===== src/logic/fctm_pkg.sv =====
// shared constants for the fan control and tach monitor block
package fctm_pkg;
	localparam int unsigned CLK_FREQ_HZ = 40_000_000;
	localparam int unsigned WINDOW_TIME_MS = 1000;
	localparam int unsigned WINDOW_CYCLES = CLK_FREQ_HZ / 1000 * WINDOW_TIME_MS;
	localparam int unsigned ADDR_W = 2;
	localparam int unsigned DATA_W = 8;
	localparam int unsigned TACH_W = 10;
	localparam int unsigned READ_W = 16;
	localparam logic [ADDR_W-1:0] FAN_CONTROL_ADDR = 2'h0;
	localparam logic [ADDR_W-1:0] TACH_COUNT_LOW_ADDR = 2'h2;
	localparam logic [ADDR_W-1:0] TACH_COUNT_HIGH_ADDR = 2'h3;
	localparam int unsigned FAN_OWNER_SELECT_BIT = 7;
	localparam int unsigned FAN_DISABLE_BIT = 0;
	localparam logic FAN_OWNER_SELECT_RST = 1'b1;
	localparam logic FAN_DISABLE_RST = 1'b0;
	localparam logic [TACH_W-1:0] TACH_MAX = 10'h3ff;
	localparam logic [DATA_W-1:0] UNMAPPED_DATA = 8'h00;
endpackage


===== src/logic/fctm_tach_if.sv =====
// carries the published tach count from the counter to the register logic
`timescale 1ns/1ps
interface fctm_tach_if;
	import fctm_pkg::*;
	logic [TACH_W-1:0] count;
	logic tick;
	modport src (output count, output tick);
	modport dst (input count, input tick);
endinterface


===== src/logic/fctm_tach.sv =====
// tach pulse counter over a fixed sampling window
`timescale 1ns/1ps
module fctm_tach
	import fctm_pkg::*;
#(
	parameter int unsigned WIN_CYCLES = WINDOW_CYCLES
)
(
	input wire logic clk,
	input wire logic rst_n,
	input wire logic tach_pin,
	fctm_tach_if.src tif
);
	localparam int unsigned WIN_W = $clog2(WIN_CYCLES);
	localparam logic [WIN_W-1:0] WIN_LAST = WIN_W'(WIN_CYCLES - 1);

	function automatic logic [TACH_W-1:0] sat_inc(input logic [TACH_W-1:0] c, input logic e);
		sat_inc = (e && c != TACH_MAX) ? c + 10'h001 : c;
	endfunction

	logic tach_meta_q, tach_sync_q, tach_prev_q;
	logic [WIN_W-1:0] win_q;
	logic [TACH_W-1:0] cnt_q, pub_q;
	logic rise, win_end;

	// only the second stage and later are looked at
	always_ff @(posedge clk or negedge rst_n)
	begin
		if (!rst_n)
		begin
			tach_meta_q <= 1'b0;
			tach_sync_q <= 1'b0;
			tach_prev_q <= 1'b0;
		end
		else
		begin
			tach_meta_q <= tach_pin;
			tach_sync_q <= tach_meta_q;
			tach_prev_q <= tach_sync_q;
		end
	end

	// edge counting is duty independent, a 25% high phase is thousands of cycles
	assign rise = tach_sync_q && !tach_prev_q;
	assign win_end = (win_q == WIN_LAST);

	always_ff @(posedge clk or negedge rst_n)
	begin
		if (!rst_n)
			win_q <= '0;
		else if (win_end)
			win_q <= '0;
		else
			win_q <= win_q + 1'b1;
	end

	// an edge on the window's last cycle still belongs to that window
	always_ff @(posedge clk or negedge rst_n)
	begin
		if (!rst_n)
		begin
			cnt_q <= '0;
			pub_q <= '0;
		end
		else if (win_end)
		begin
			cnt_q <= '0;
			pub_q <= sat_inc(cnt_q, rise);
		end
		else
			cnt_q <= sat_inc(cnt_q, rise);
	end

	assign tif.count = pub_q;
	assign tif.tick = win_end;

	publish_gap_a: assert property (@(posedge clk) disable iff (!rst_n)
		win_end |=> !win_end [*8])
		else $error("window ended twice within nine cycles");
	publish_value_a: assert property (@(posedge clk) disable iff (!rst_n)
		win_end |=> pub_q == sat_inc($past(cnt_q), $past(rise)) && cnt_q == '0)
		else $error("published count differs from window count");
	count_sat_a: assert property (@(posedge clk) disable iff (!rst_n)
		(cnt_q == TACH_MAX && !win_end) |=> cnt_q == TACH_MAX)
		else $error("saturated count moved");
	edge_count_a: assert property (@(posedge clk) disable iff (!rst_n)
		(rise && !win_end && cnt_q != TACH_MAX) |=> cnt_q == $past(cnt_q) + 10'h001)
		else $error("rising edge not counted");
endmodule // fctm_tach


===== src/logic/fctm_top.sv =====
// fan on/off control and tach readout registers
`timescale 1ns/1ps
module fctm_top
	import fctm_pkg::*;
#(
	parameter int unsigned WIN_CYCLES = WINDOW_CYCLES
)
(
	input wire logic SYS_CLK,
	input wire logic ARST_N,
	input wire logic [ADDR_W-1:0] REG_ADDR,
	input wire logic REG_WR,
	input wire logic REG_RD,
	input wire logic [DATA_W-1:0] REG_WDATA,
	output logic [DATA_W-1:0] REG_RDATA,
	output logic REG_RVALID,
	input wire logic SLEEP_N,
	input wire logic EXT_FAN_ON,
	input wire logic FAN_TACH,
	output logic FAN_ON,
	output logic FAN_OWNER_SELECT
);
	logic rst_meta_q, rst_n;
	logic sleep_meta_q, sleep_q, ext_meta_q, ext_q;
	logic owner_q, off_q, fan_q;
	logic [DATA_W-1:0] rdata_q, high_latch_q;
	logic rvalid_q;
	logic fan_d;
	logic first_pub_q;
	logic [DATA_W-1:0] ctrl_read, high_now;

	fctm_tach_if tif ();

	// reset released through two flops
	always_ff @(posedge SYS_CLK or negedge ARST_N)
	begin
		if (!ARST_N)
		begin
			rst_meta_q <= 1'b0;
			rst_n <= 1'b0;
		end
		else
		begin
			rst_meta_q <= 1'b1;
			rst_n <= rst_meta_q;
		end
	end

	always_ff @(posedge SYS_CLK or negedge rst_n)
	begin
		if (!rst_n)
		begin
			sleep_meta_q <= 1'b0;
			sleep_q <= 1'b0;
			ext_meta_q <= 1'b0;
			ext_q <= 1'b0;
		end
		else
		begin
			sleep_meta_q <= !SLEEP_N;
			sleep_q <= sleep_meta_q;
			ext_meta_q <= EXT_FAN_ON;
			ext_q <= ext_meta_q;
		end
	end

	// resume from sleep comes with the platform reset, so defaults reappear
	always_ff @(posedge SYS_CLK or negedge rst_n)
	begin
		if (!rst_n)
		begin
			owner_q <= FAN_OWNER_SELECT_RST;
			off_q <= FAN_DISABLE_RST;
		end
		else if (REG_WR && REG_ADDR == FAN_CONTROL_ADDR)
		begin
			owner_q <= REG_WDATA[FAN_OWNER_SELECT_BIT];
			off_q <= REG_WDATA[FAN_DISABLE_BIT];
		end
	end

	// plain level drive, no speed modulation here
	always_comb
	begin
		if (sleep_q)
			fan_d = 1'b0;
		else if (owner_q)
			fan_d = ext_q;
		else
			fan_d = !off_q;
	end

	always_ff @(posedge SYS_CLK or negedge rst_n)
	begin
		if (!rst_n)
			fan_q <= 1'b0;
		else
			fan_q <= fan_d;
	end

	fctm_tach #(
		.WIN_CYCLES(WIN_CYCLES)
	) u_tach (
		.clk(SYS_CLK),
		.rst_n(rst_n),
		.tach_pin(FAN_TACH),
		.tif(tif)
	);

	always_comb
	begin
		ctrl_read = '0;
		ctrl_read[FAN_OWNER_SELECT_BIT] = owner_q;
		ctrl_read[FAN_DISABLE_BIT] = off_q;
		high_now = DATA_W'(tif.count >> DATA_W);
	end

	// the high byte comes from the latch, not the live count; reading high first gets stale data
	always_ff @(posedge SYS_CLK or negedge rst_n)
	begin
		if (!rst_n)
			high_latch_q <= '0;
		else if (REG_RD && REG_ADDR == TACH_COUNT_LOW_ADDR)
			high_latch_q <= high_now;
	end

	// watch only, so the first window can be told apart from later ones
	always_ff @(posedge SYS_CLK or negedge rst_n)
	begin
		if (!rst_n)
			first_pub_q <= 1'b0;
		else if (tif.tick)
			first_pub_q <= 1'b1;
	end

	always_ff @(posedge SYS_CLK or negedge rst_n)
	begin
		if (!rst_n)
		begin
			rdata_q <= '0;
			rvalid_q <= 1'b0;
		end
		else
		begin
			rvalid_q <= REG_RD;
			if (REG_RD)
			begin
				unique case (REG_ADDR)
					FAN_CONTROL_ADDR: rdata_q <= ctrl_read;
					TACH_COUNT_LOW_ADDR: rdata_q <= tif.count[DATA_W-1:0];
					TACH_COUNT_HIGH_ADDR: rdata_q <= high_latch_q;
					default: rdata_q <= UNMAPPED_DATA;
				endcase
			end
		end
	end

	assign REG_RDATA = rdata_q;
	assign REG_RVALID = rvalid_q;
	assign FAN_ON = fan_q;
	assign FAN_OWNER_SELECT = owner_q;

	sleep_fan_off_a: assert property (@(posedge SYS_CLK) disable iff (!rst_n)
		sleep_q |=> !FAN_ON)
		else $error("fan on during sleep");
	ctrl_default_a: assert property (@(posedge SYS_CLK)
		$rose(rst_n) |-> owner_q && !off_q)
		else $error("fan control not at defaults after reset");
	ext_owner_a: assert property (@(posedge SYS_CLK) disable iff (!rst_n)
		(!sleep_q && owner_q) |=> FAN_ON == $past(ext_q))
		else $error("external owner not followed");
	host_disable_a: assert property (@(posedge SYS_CLK) disable iff (!rst_n)
		(!sleep_q && !owner_q) |=> FAN_ON == !$past(off_q))
		else $error("fan disable not applied");
	ctrl_reserved_a: assert property (@(posedge SYS_CLK) disable iff (!rst_n)
		(REG_RD && REG_ADDR == FAN_CONTROL_ADDR) |=> REG_RVALID && REG_RDATA[6:1] == 6'h00
			&& REG_RDATA[7] == $past(owner_q) && REG_RDATA[0] == $past(off_q))
		else $error("fan control readback wrong");
	tach_upper_a: assert property (@(posedge SYS_CLK) disable iff (!rst_n)
		(REG_RD && REG_ADDR == TACH_COUNT_HIGH_ADDR) |=> REG_RDATA[7:2] == 6'h00)
		else $error("tach upper bits not zero");
	coherent_read_a: assert property (@(posedge SYS_CLK) disable iff (!rst_n)
		(REG_RD && REG_ADDR == TACH_COUNT_LOW_ADDR)
			##1 (REG_RD && REG_ADDR == TACH_COUNT_HIGH_ADDR)
			|=> REG_RDATA == DATA_W'($past(tif.count, 2) >> DATA_W))
		else $error("high byte not from same sample");
	tach_free_a: assert property (@(posedge SYS_CLK) disable iff (!rst_n)
		(REG_RD && REG_ADDR == TACH_COUNT_LOW_ADDR) |=> REG_RDATA == $past(tif.count[7:0]))
		else $error("low tach byte wrong");
	pub_hold_a: assert property (@(posedge SYS_CLK) disable iff (!rst_n)
		!tif.tick |=> tif.count == $past(tif.count))
		else $error("tach count changed between windows");
	first_window_a: assert property (@(posedge SYS_CLK) disable iff (!rst_n)
		!first_pub_q |-> tif.count == '0)
		else $error("tach count published before the first window closed");
	latch_hold_a: assert property (@(posedge SYS_CLK) disable iff (!rst_n)
		!(REG_RD && REG_ADDR == TACH_COUNT_LOW_ADDR) |=> $stable(high_latch_q))
		else $error("high byte latch moved without a low read");
	ctrl_write_a: assert property (@(posedge SYS_CLK) disable iff (!rst_n)
		(REG_WR && REG_ADDR == FAN_CONTROL_ADDR)
			|=> owner_q == $past(REG_WDATA[FAN_OWNER_SELECT_BIT])
			&& off_q == $past(REG_WDATA[FAN_DISABLE_BIT]))
		else $error("fan control write not taken");
	ctrl_hold_a: assert property (@(posedge SYS_CLK) disable iff (!rst_n)
		!(REG_WR && REG_ADDR == FAN_CONTROL_ADDR) |=> $stable(owner_q) && $stable(off_q))
		else $error("fan control changed without a write");
	fan_level_a: assert property (@(posedge SYS_CLK) disable iff (!rst_n)
		$stable({sleep_q, owner_q, off_q, ext_q}) |=> $stable(FAN_ON))
		else $error("fan drive toggled with steady controls");
endmodule // fctm_top


===== config.mk =====
export PLATFORM = sky130hd
export DESIGN_NAME = fctm_top
export DESIGN_NICKNAME = d
export VERILOG_FILES = /design/src/logic/fctm_pkg.sv /design/src/logic/fctm_tach_if.sv /design/src/logic/fctm_tach.sv /design/src/logic/fctm_top.sv
export SDC_FILE = /design/constraint.sdc
export NUM_CORES = 1
export LEC_CHECK = 0
export BUFFER_PORTS_ARGS = -buffer_cell sky130_fd_sc_hd__clkbuf_2
export CAP_MARGIN = 20
export CORE_MARGIN = 5
export CORE_UTILIZATION = 29
export DETAILED_ROUTE_END_ITERATION = 16
export GPL_ROUTABILITY_DRIVEN = 0
export PLACE_DENSITY = 0.5
export SYNTH_ARGS = -nofsm -noshare
export SYNTH_HDL_FRONTEND = slang
export SYNTH_SLANG_ARGS = --single-unit

===== constraint.sdc =====
create_clock -name SYS_CLK -period 2.9 [get_ports SYS_CLK]
set_clock_uncertainty 0.2 [all_clocks]
set_input_delay 0.145 -clock SYS_CLK [delete_from_list [all_inputs] [get_ports SYS_CLK]]
set_output_delay 0.145 -clock SYS_CLK [all_outputs]
set_load 0.1 [all_outputs]

==> metrics.txt, run 1 <==
cell family with the largest share of critical-path delay simple AND/OR/NAND/NOR gates; Die Ht about 110 um; required time worst endpoint 2.92 ns; Final Hold Viols 0; core outline area 10300 um2; Leak 0.00166 uW; GRT overflow 0; max_cap viols 0; Finished Core Util 0.355; vias 2166; Clock Sinks 69; setup TNS 0 ns; DR WL/cell 12.9 um; CTS tree built; status completed; Setup CP Type reg2reg; Min-Delay Startpoint REG_ADDR[0]; Area growth, synth to finish 19.2%; hold path endpoint REG_RDATA[7]$_DFFE_PN0P_; Worst Hold Class in2reg; Synth Instances approximately 280; Ant. Diodes 0; via/cell ratio around 4.7; largest net degree at the start of global routing 68; Synth area leader dfrtp_1; Clk Latency, worst-skew pair 0.34 ns; layout net count 340; Final Max Tran Viols 0; Syn Nets 300; WL final 5960 um; hold buffers post-CTS 12; Max IR drop VDD 0.188 mV; FF-to-FF End u_tach.tif.count[3]$_DFFE_PN0N_; layout cells sized above 1 0.163; WP buf/inv 0; Yosys top cell area share 0.553; yosys warns 0; Pwr per Cell Area 578 nW/um2; root buffer cell clkbuf_8; Max stage delay on crit path 0.72 ns; Worst Max-Slew Pin Slew 0.543 ns; 1st-iter DRT viols 105; Syn Area/Cell 11.0 um2; CP Max Fanout 10; DR pass1 iterations 4; CTS clock-pin slew for the worst setup and hold paths 0.08 ns; worst-case reg-to-reg path depth 5; period utilization 0.842; clock buffer depth 2; postcts setup bufs 0; H-tree depth 3; main area contributors after synthesis dfrtp_1 (55%), mux2i_1 (3.6%), xor2_1 (3.1%); Post-DRT Antenna Nets 0; gr usage total 0.100; CP max stage cell or4_1; Netlist cell types 45; Worst setup SP type register; clock buffers created by TritonCTS 9; final non-filler cell area 3670 um2; first-pass GRT wire length 10400 um; final setup fails 0; hpwl dp 4070 um; unrepaired setup endpoints after global routing no; Synth Flop Type dfrtp_1; crit path capture type register; Synth Register Bits 69; WP data arrival about 2.5 ns; EDFF count, synth 0; Relative slew margins 0.639; Post-Syn Area between 3000 and 4000 um2; worst reg2reg setup slack 0.46 ns; die footprint between 10000 and 15000 um2; vias in the first global route 2107; Final Critical Period around 2.4 ns; Starting Density 0.298; IO Count 28; placed cell areas 3350 um2; WHS Path Cells 3; sequential share of the synthesized area 0.561; reg2reg start u_tach.win_q[0]$_DFF_PN0_; # resized after CTS 0; Async S/R FF share, synth 1.00; PortBufs 21; cells along the critical path ha_1 -> nand2_1 -> or4_1 -> nor2_8 -> mux2_1; Rows 37; Die Width 113 um; Achievable Freq 0.409 GHz; Residual DRC 0; initial antenna violation count 0
## tightest hold or removal path: stages
cell      delay, ns
clkbuf_2       0.14
nor2_1         0.13
mux2_2         0.15
## cell type report
cell class | instances | area (um2)
multi-input cells | 190 | 1250
inverters | 15 | 56.3
clock buffers | 10 | 138
flip-flops and latches | 69 | 1730
clock inverters | 6 | 62.6
repair buffers | 36 | 260
well taps | 136 | 170
fillers | 1052 | 6660
## Yosys cell counts (3+ instances only)
master,n
dfrtp_1,68
nor4_1,3
mux2_2,4
and4_1,6
nor3_1,7
nand2_1,20
nand3_1,14
o31ai_1,7
xnor2_1,10
inv_1,15
o21ai_0,13
nor2_1,23
nand4_1,5
or4_1,3
clkbuf_1,4
a21oi_1,6
o22ai_1,7
xor2_1,11
nor2b_1,3
nand2b_1,3
mux2i_1,11
and3_1,7
## how the worst max path moves through the flow
stage	endpoint	depth (start not counted)	slack [ns]	startpoint
floorplan	FAN_ON$_DFF_PN0_	0	0.64	rst_n$_DFF_PN0_
global placement	u_tach.tif.count[4]$_DFFE_PN0N_	5	0.51	u_tach.win_q[0]$_DFF_PN0_
detailed placement	u_tach.cnt_q[0]$_DFF_PN0_	6	0.48	u_tach.win_q[0]$_DFF_PN0_
CTS	u_tach.tif.count[3]$_DFFE_PN0N_	5	0.47	u_tach.win_q[0]$_DFF_PN0_
global route	u_tach.cnt_q[5]$_DFF_PN0_	6	0.34	u_tach.win_q[0]$_DFF_PN0_
finish	u_tach.tif.count[3]$_DFFE_PN0N_	5	0.46	u_tach.win_q[0]$_DFF_PN0_
## per-stage QoR
stage	worst slack [ns]	total power, uW	cells	hold slack (ns)
after floorplan	0.638	1270	281	-0.351
after global placement	0.513	1330	434	-0.269
after detailed placement	0.482	1340	434	-0.266
after CTS	0.466	2150	462	0.0350
after global routing	0.338	2230	462	0.0377
final	0.458	2120	462	0.0539
## layer usage
layer  routed length (um)  track usage  part of all wire
met3                  228       0.0332             0.038
met2                 2610        0.141              0.44
met5                    0            0                 0
met4                   87       0.0409             0.015
met1                 3030        0.141              0.51
## cell families (layout without fill, tap and decap cells)
family                   Yosys count  in the layout  synth area share
XOR/XNOR                          21             21            0.0598
buffers and inverters             22             67            0.0317
AO/OA/AOI/OAI                     40             40            0.0797
multiplexers                      17             17            0.0577
flip-flops                        69             69             0.561
other                              1              1           0.00122
adder cells (fa/ha/maj)            2              2           0.00813
AND/OR/NAND/NOR                  109            109             0.200
## power breakdown
part | switching, uW | leakage, uW | internal, uW | total, uW
Sequential | 51.5 | 0.000910 | 1020 | 1070
Clock | 370 | 0.0000943 | 417 | 787
Combinational | 170 | 0.000659 | 91.4 | 261
## sequential cells by signal, summed over array words and instances (netlist names)
register,count
ext_meta_q,1
u_tach.tach_sync_q,1
u_tach.tach_prev_q,1
ext_q,1
rst_meta_q,1
high_latch_q,2
u_tach.tif.count,10
u_tach.tach_meta_q,1
sleep_meta_q,1
off_q,1
REG_RVALID,1
u_tach.win_q,26
sleep_q,1
FAN_OWNER_SELECT,1
REG_RDATA,8
rst_n,1
FAN_ON,1
u_tach.cnt_q,10
## placed cells by master (no fill, tap or decap), drive strengths merged, types with 6 or more instances in the layout
cell | Yosys | layout
dfrtp | 68 | 68
clkbuf | 4 | 31
nor2 | 24 | 24
nand2 | 20 | 20
nand3 | 16 | 16
inv | 15 | 15
o21ai | 13 | 13
dlygate4sd3 | 0 | 12
mux2i | 11 | 11
xor2 | 11 | 11
xnor2 | 10 | 10
and3 | 7 | 7
nor3 | 7 | 7
o31ai | 7 | 7
o22ai | 7 | 7
and4 | 7 | 7
a21oi | 6 | 6
nand4 | 6 | 6
mux2 | 6 | 6
No activity file was read; power rests on OpenSTA's default activity.
==> run 2: changes to the inputs <==
Clock period 2.9 ns to 2.45 ns, I/O delays scaled along.
==> run 2 against run 1 <==
Effect of this change:
- first-iteration DRC count decreased by 25%
- clock-buffer cell count decreased by 1
- routed wire length increased by 6.5%
- power increased by 24%
- design area increased by 2.1%
- non-clock buffer count increased by 5
- clock power increased by 33%
- largest cell class unchanged
- largest power group unchanged
==> metrics.txt, run 2 (synthesis results as in run 1) <==
status completed; required time worst endpoint 2.53 ns (-0.39 ns); Starting Density 0.298 (unchanged); vias in the first global route 2221 (+5.4%); Relative slew margins 0.606 (-0.0339); Pwr per Cell Area 702 nW/um2 (+22%); switching part of the total 0.279 (+0.000732); Residual DRC 0 (unchanged); setup TNS 0 ns (unchanged); die footprint 12800 um2 (unchanged); Final Hold Viols 0 (unchanged); Max IR drop VDD 0.236 mV (+25%); clock buffer depth 2 (unchanged); Logic pwr share 0.117 (-0.006); initial antenna violation count 0 (unchanged); Area growth, synth to finish 21.7%; Worst Max-Slew Pin Slew 0.592 ns (+0.0486 ns); final setup fails 0 (unchanged); most flop-heavy register u_tach.win_q; IO Count 28 (unchanged); Final Max Tran Viols 0 (unchanged); Ant. Diodes 0 (unchanged); Post-DRT Antenna Nets 0 (unchanged); via/cell ratio 4.71 (+0.53%); unrepaired setup endpoints after global routing no; Clock Sinks 69 (unchanged); CP Max Fanout 19 (+9); root buffer cell clkbuf_8; Internal Pwr Total 1890 uW (+24%); first-pass GRT wire length 11200 um (+8.1%); Flop pwr share 0.484 (-0.021); most common cell after layout, fill and taps aside dfrtp_1; PortBufs 21 (unchanged); clock buffers created by TritonCTS 9 (unchanged); CTS clock-pin slew for the worst setup and hold paths 0.08 ns (about the same); Leak 0.00170 uW (+2.1%); H-tree depth 3 (unchanged); layout net count 345 (+1.5%); postcts setup bufs 0 (unchanged); core outline area 10300 um2 (unchanged); WL final 6350 um (+6.5%); Fin Hold WS 0.0770 ns (+0.0231 ns); Final Critical Period 2.28 ns (-0.157 ns); Finished Core Util 0.363 (+0.00739); 1st-iter DRT viols 79 (-25%); WP data arrival 2.36 ns (-0.10 ns); Largest register FFs 26 (unchanged); reg2reg start u_tach.win_q[0]$_DFF_PN0_; critical path startpoint u_tach.win_q[0]$_DFF_PN0_; clock share of power 0.399 (+0.028); most frequent cells in the layout dfrtp_1 (67), nor2_1 (23), clkbuf_2 (21); period utilization 0.933 (+0.0904); GRT overflow 0 (unchanged); hpwl dp 4270 um (+5.0%); CTS tree built; vias 2201 (+1.6%); Worst Hold Class reg2async; DR pass1 iterations 4 (unchanged); layout cells sized above 1 0.169 (+0.00661); Achievable Freq 0.438 GHz (+6.9%); Setup CP Type reg2reg; largest net degree at the start of global routing 34 (-50%); gr usage total 0.110 (+0.00998); Die Width 113 um (unchanged); Rows 37 (unchanged); Switch Pwr 735 uW (+24%); max_cap viols 0 (unchanged); DR WL/cell 13.6 um (+5.4%); Worst setup SP type register; Clk Latency, worst-skew pair 0.36 ns (+0.02 ns); Die Ht 113 um (unchanged); crit path capture type register
==> run 2: changes by cell type in the layout (fill, tap and decap cells not counted) <==
cell,delta
buf_12,+1
buf_4,+2
bufinv_16,+1
clkbuf_8,-1
clkinv_2,-1
clkinvlp_4,-1
dlygate4sd3_1,+2
inv_6,+2
==> run 2: worst paths after layout <==
path                                                         to  slack [ns]  cells past startpoint
worst max register to register  u_tach.tif.count[8]$_DFFE_PN0N_        0.17                      6
worst min register to register                 FAN_ON$_DFF_PN0_        0.08                      0
max in group asynchronous             u_tach.win_q[4]$_DFF_PN0_        1.38                      1
worst max-delay path            u_tach.tif.count[8]$_DFFE_PN0N_        0.17                      6
worst min-delay path                           FAN_ON$_DFF_PN0_        0.08                      0
min in group SYS_CLK               u_tach.tach_sync_q$_DFF_PN0_        0.15                      0
==> run 2: area by class of cell <==
cell class	count	area, um2
clock buffers	9	124
clock inverters	7	97.6
fillers	1029	6580
inverters	15	56.3
multi-input cells	190	1250
flip-flops and latches	69	1730
well taps	136	170
repair buffers	41	315
==> run 2: what timing repair did <==
item | 4_1_cts | 5_1_grt
gates resized for setup | 0 | 0
endpoints found under the hold margin | 18 | 0
hold buffers | 14 | 0
==> run 2: power groups by stage <==
stage               sequential (uW)  clock (uW)  combinational (uW)
global placement               1290           0                 286
CTS                            1270        1090                 311
global route                   1280        1130                 347
detailed placement             1290           0                 290
floorplan                      1360           0                 144
finish                         1270        1050                 308
==> run 2: through the flow <==
step / cells / cell area, um2 / power, uW / setup WS (ns)
final: 467 / 3740 / 2630 / 0.165
after global routing: 467 / 3740 / 2760 / 0.0198
after CTS: 467 / 3740 / 2670 / 0.140
after detailed placement: 437 / 3380 / 1580 / 0.161
after global placement: 437 / 3380 / 1580 / 0.226
after floorplan: 281 / 3080 / 1500 / 0.188
==> run 2: metal layers <==
layer / global-route usage / share of wire / vias to the layer above / wire, um
met5: 0 / 0 / - / 0
met4: 0.0705 / 0.026 / 0 / 167
met3: 0.0246 / 0.031 / 11 / 194
met2: 0.159 / 0.45 / 28 / 2880
met1: 0.148 / 0.49 / 1076 / 3120
li1: - / - / 1086 / -
==> run 2: worst max-delay path: stages (launching register included) <==
cell,delay [ns]
dfrtp_1,0.41
ha_1,0.29
nand2_1,0.11
or4_1,0.63
nor2_8,0.19
buf_12,0.18
mux2i_1,0.20
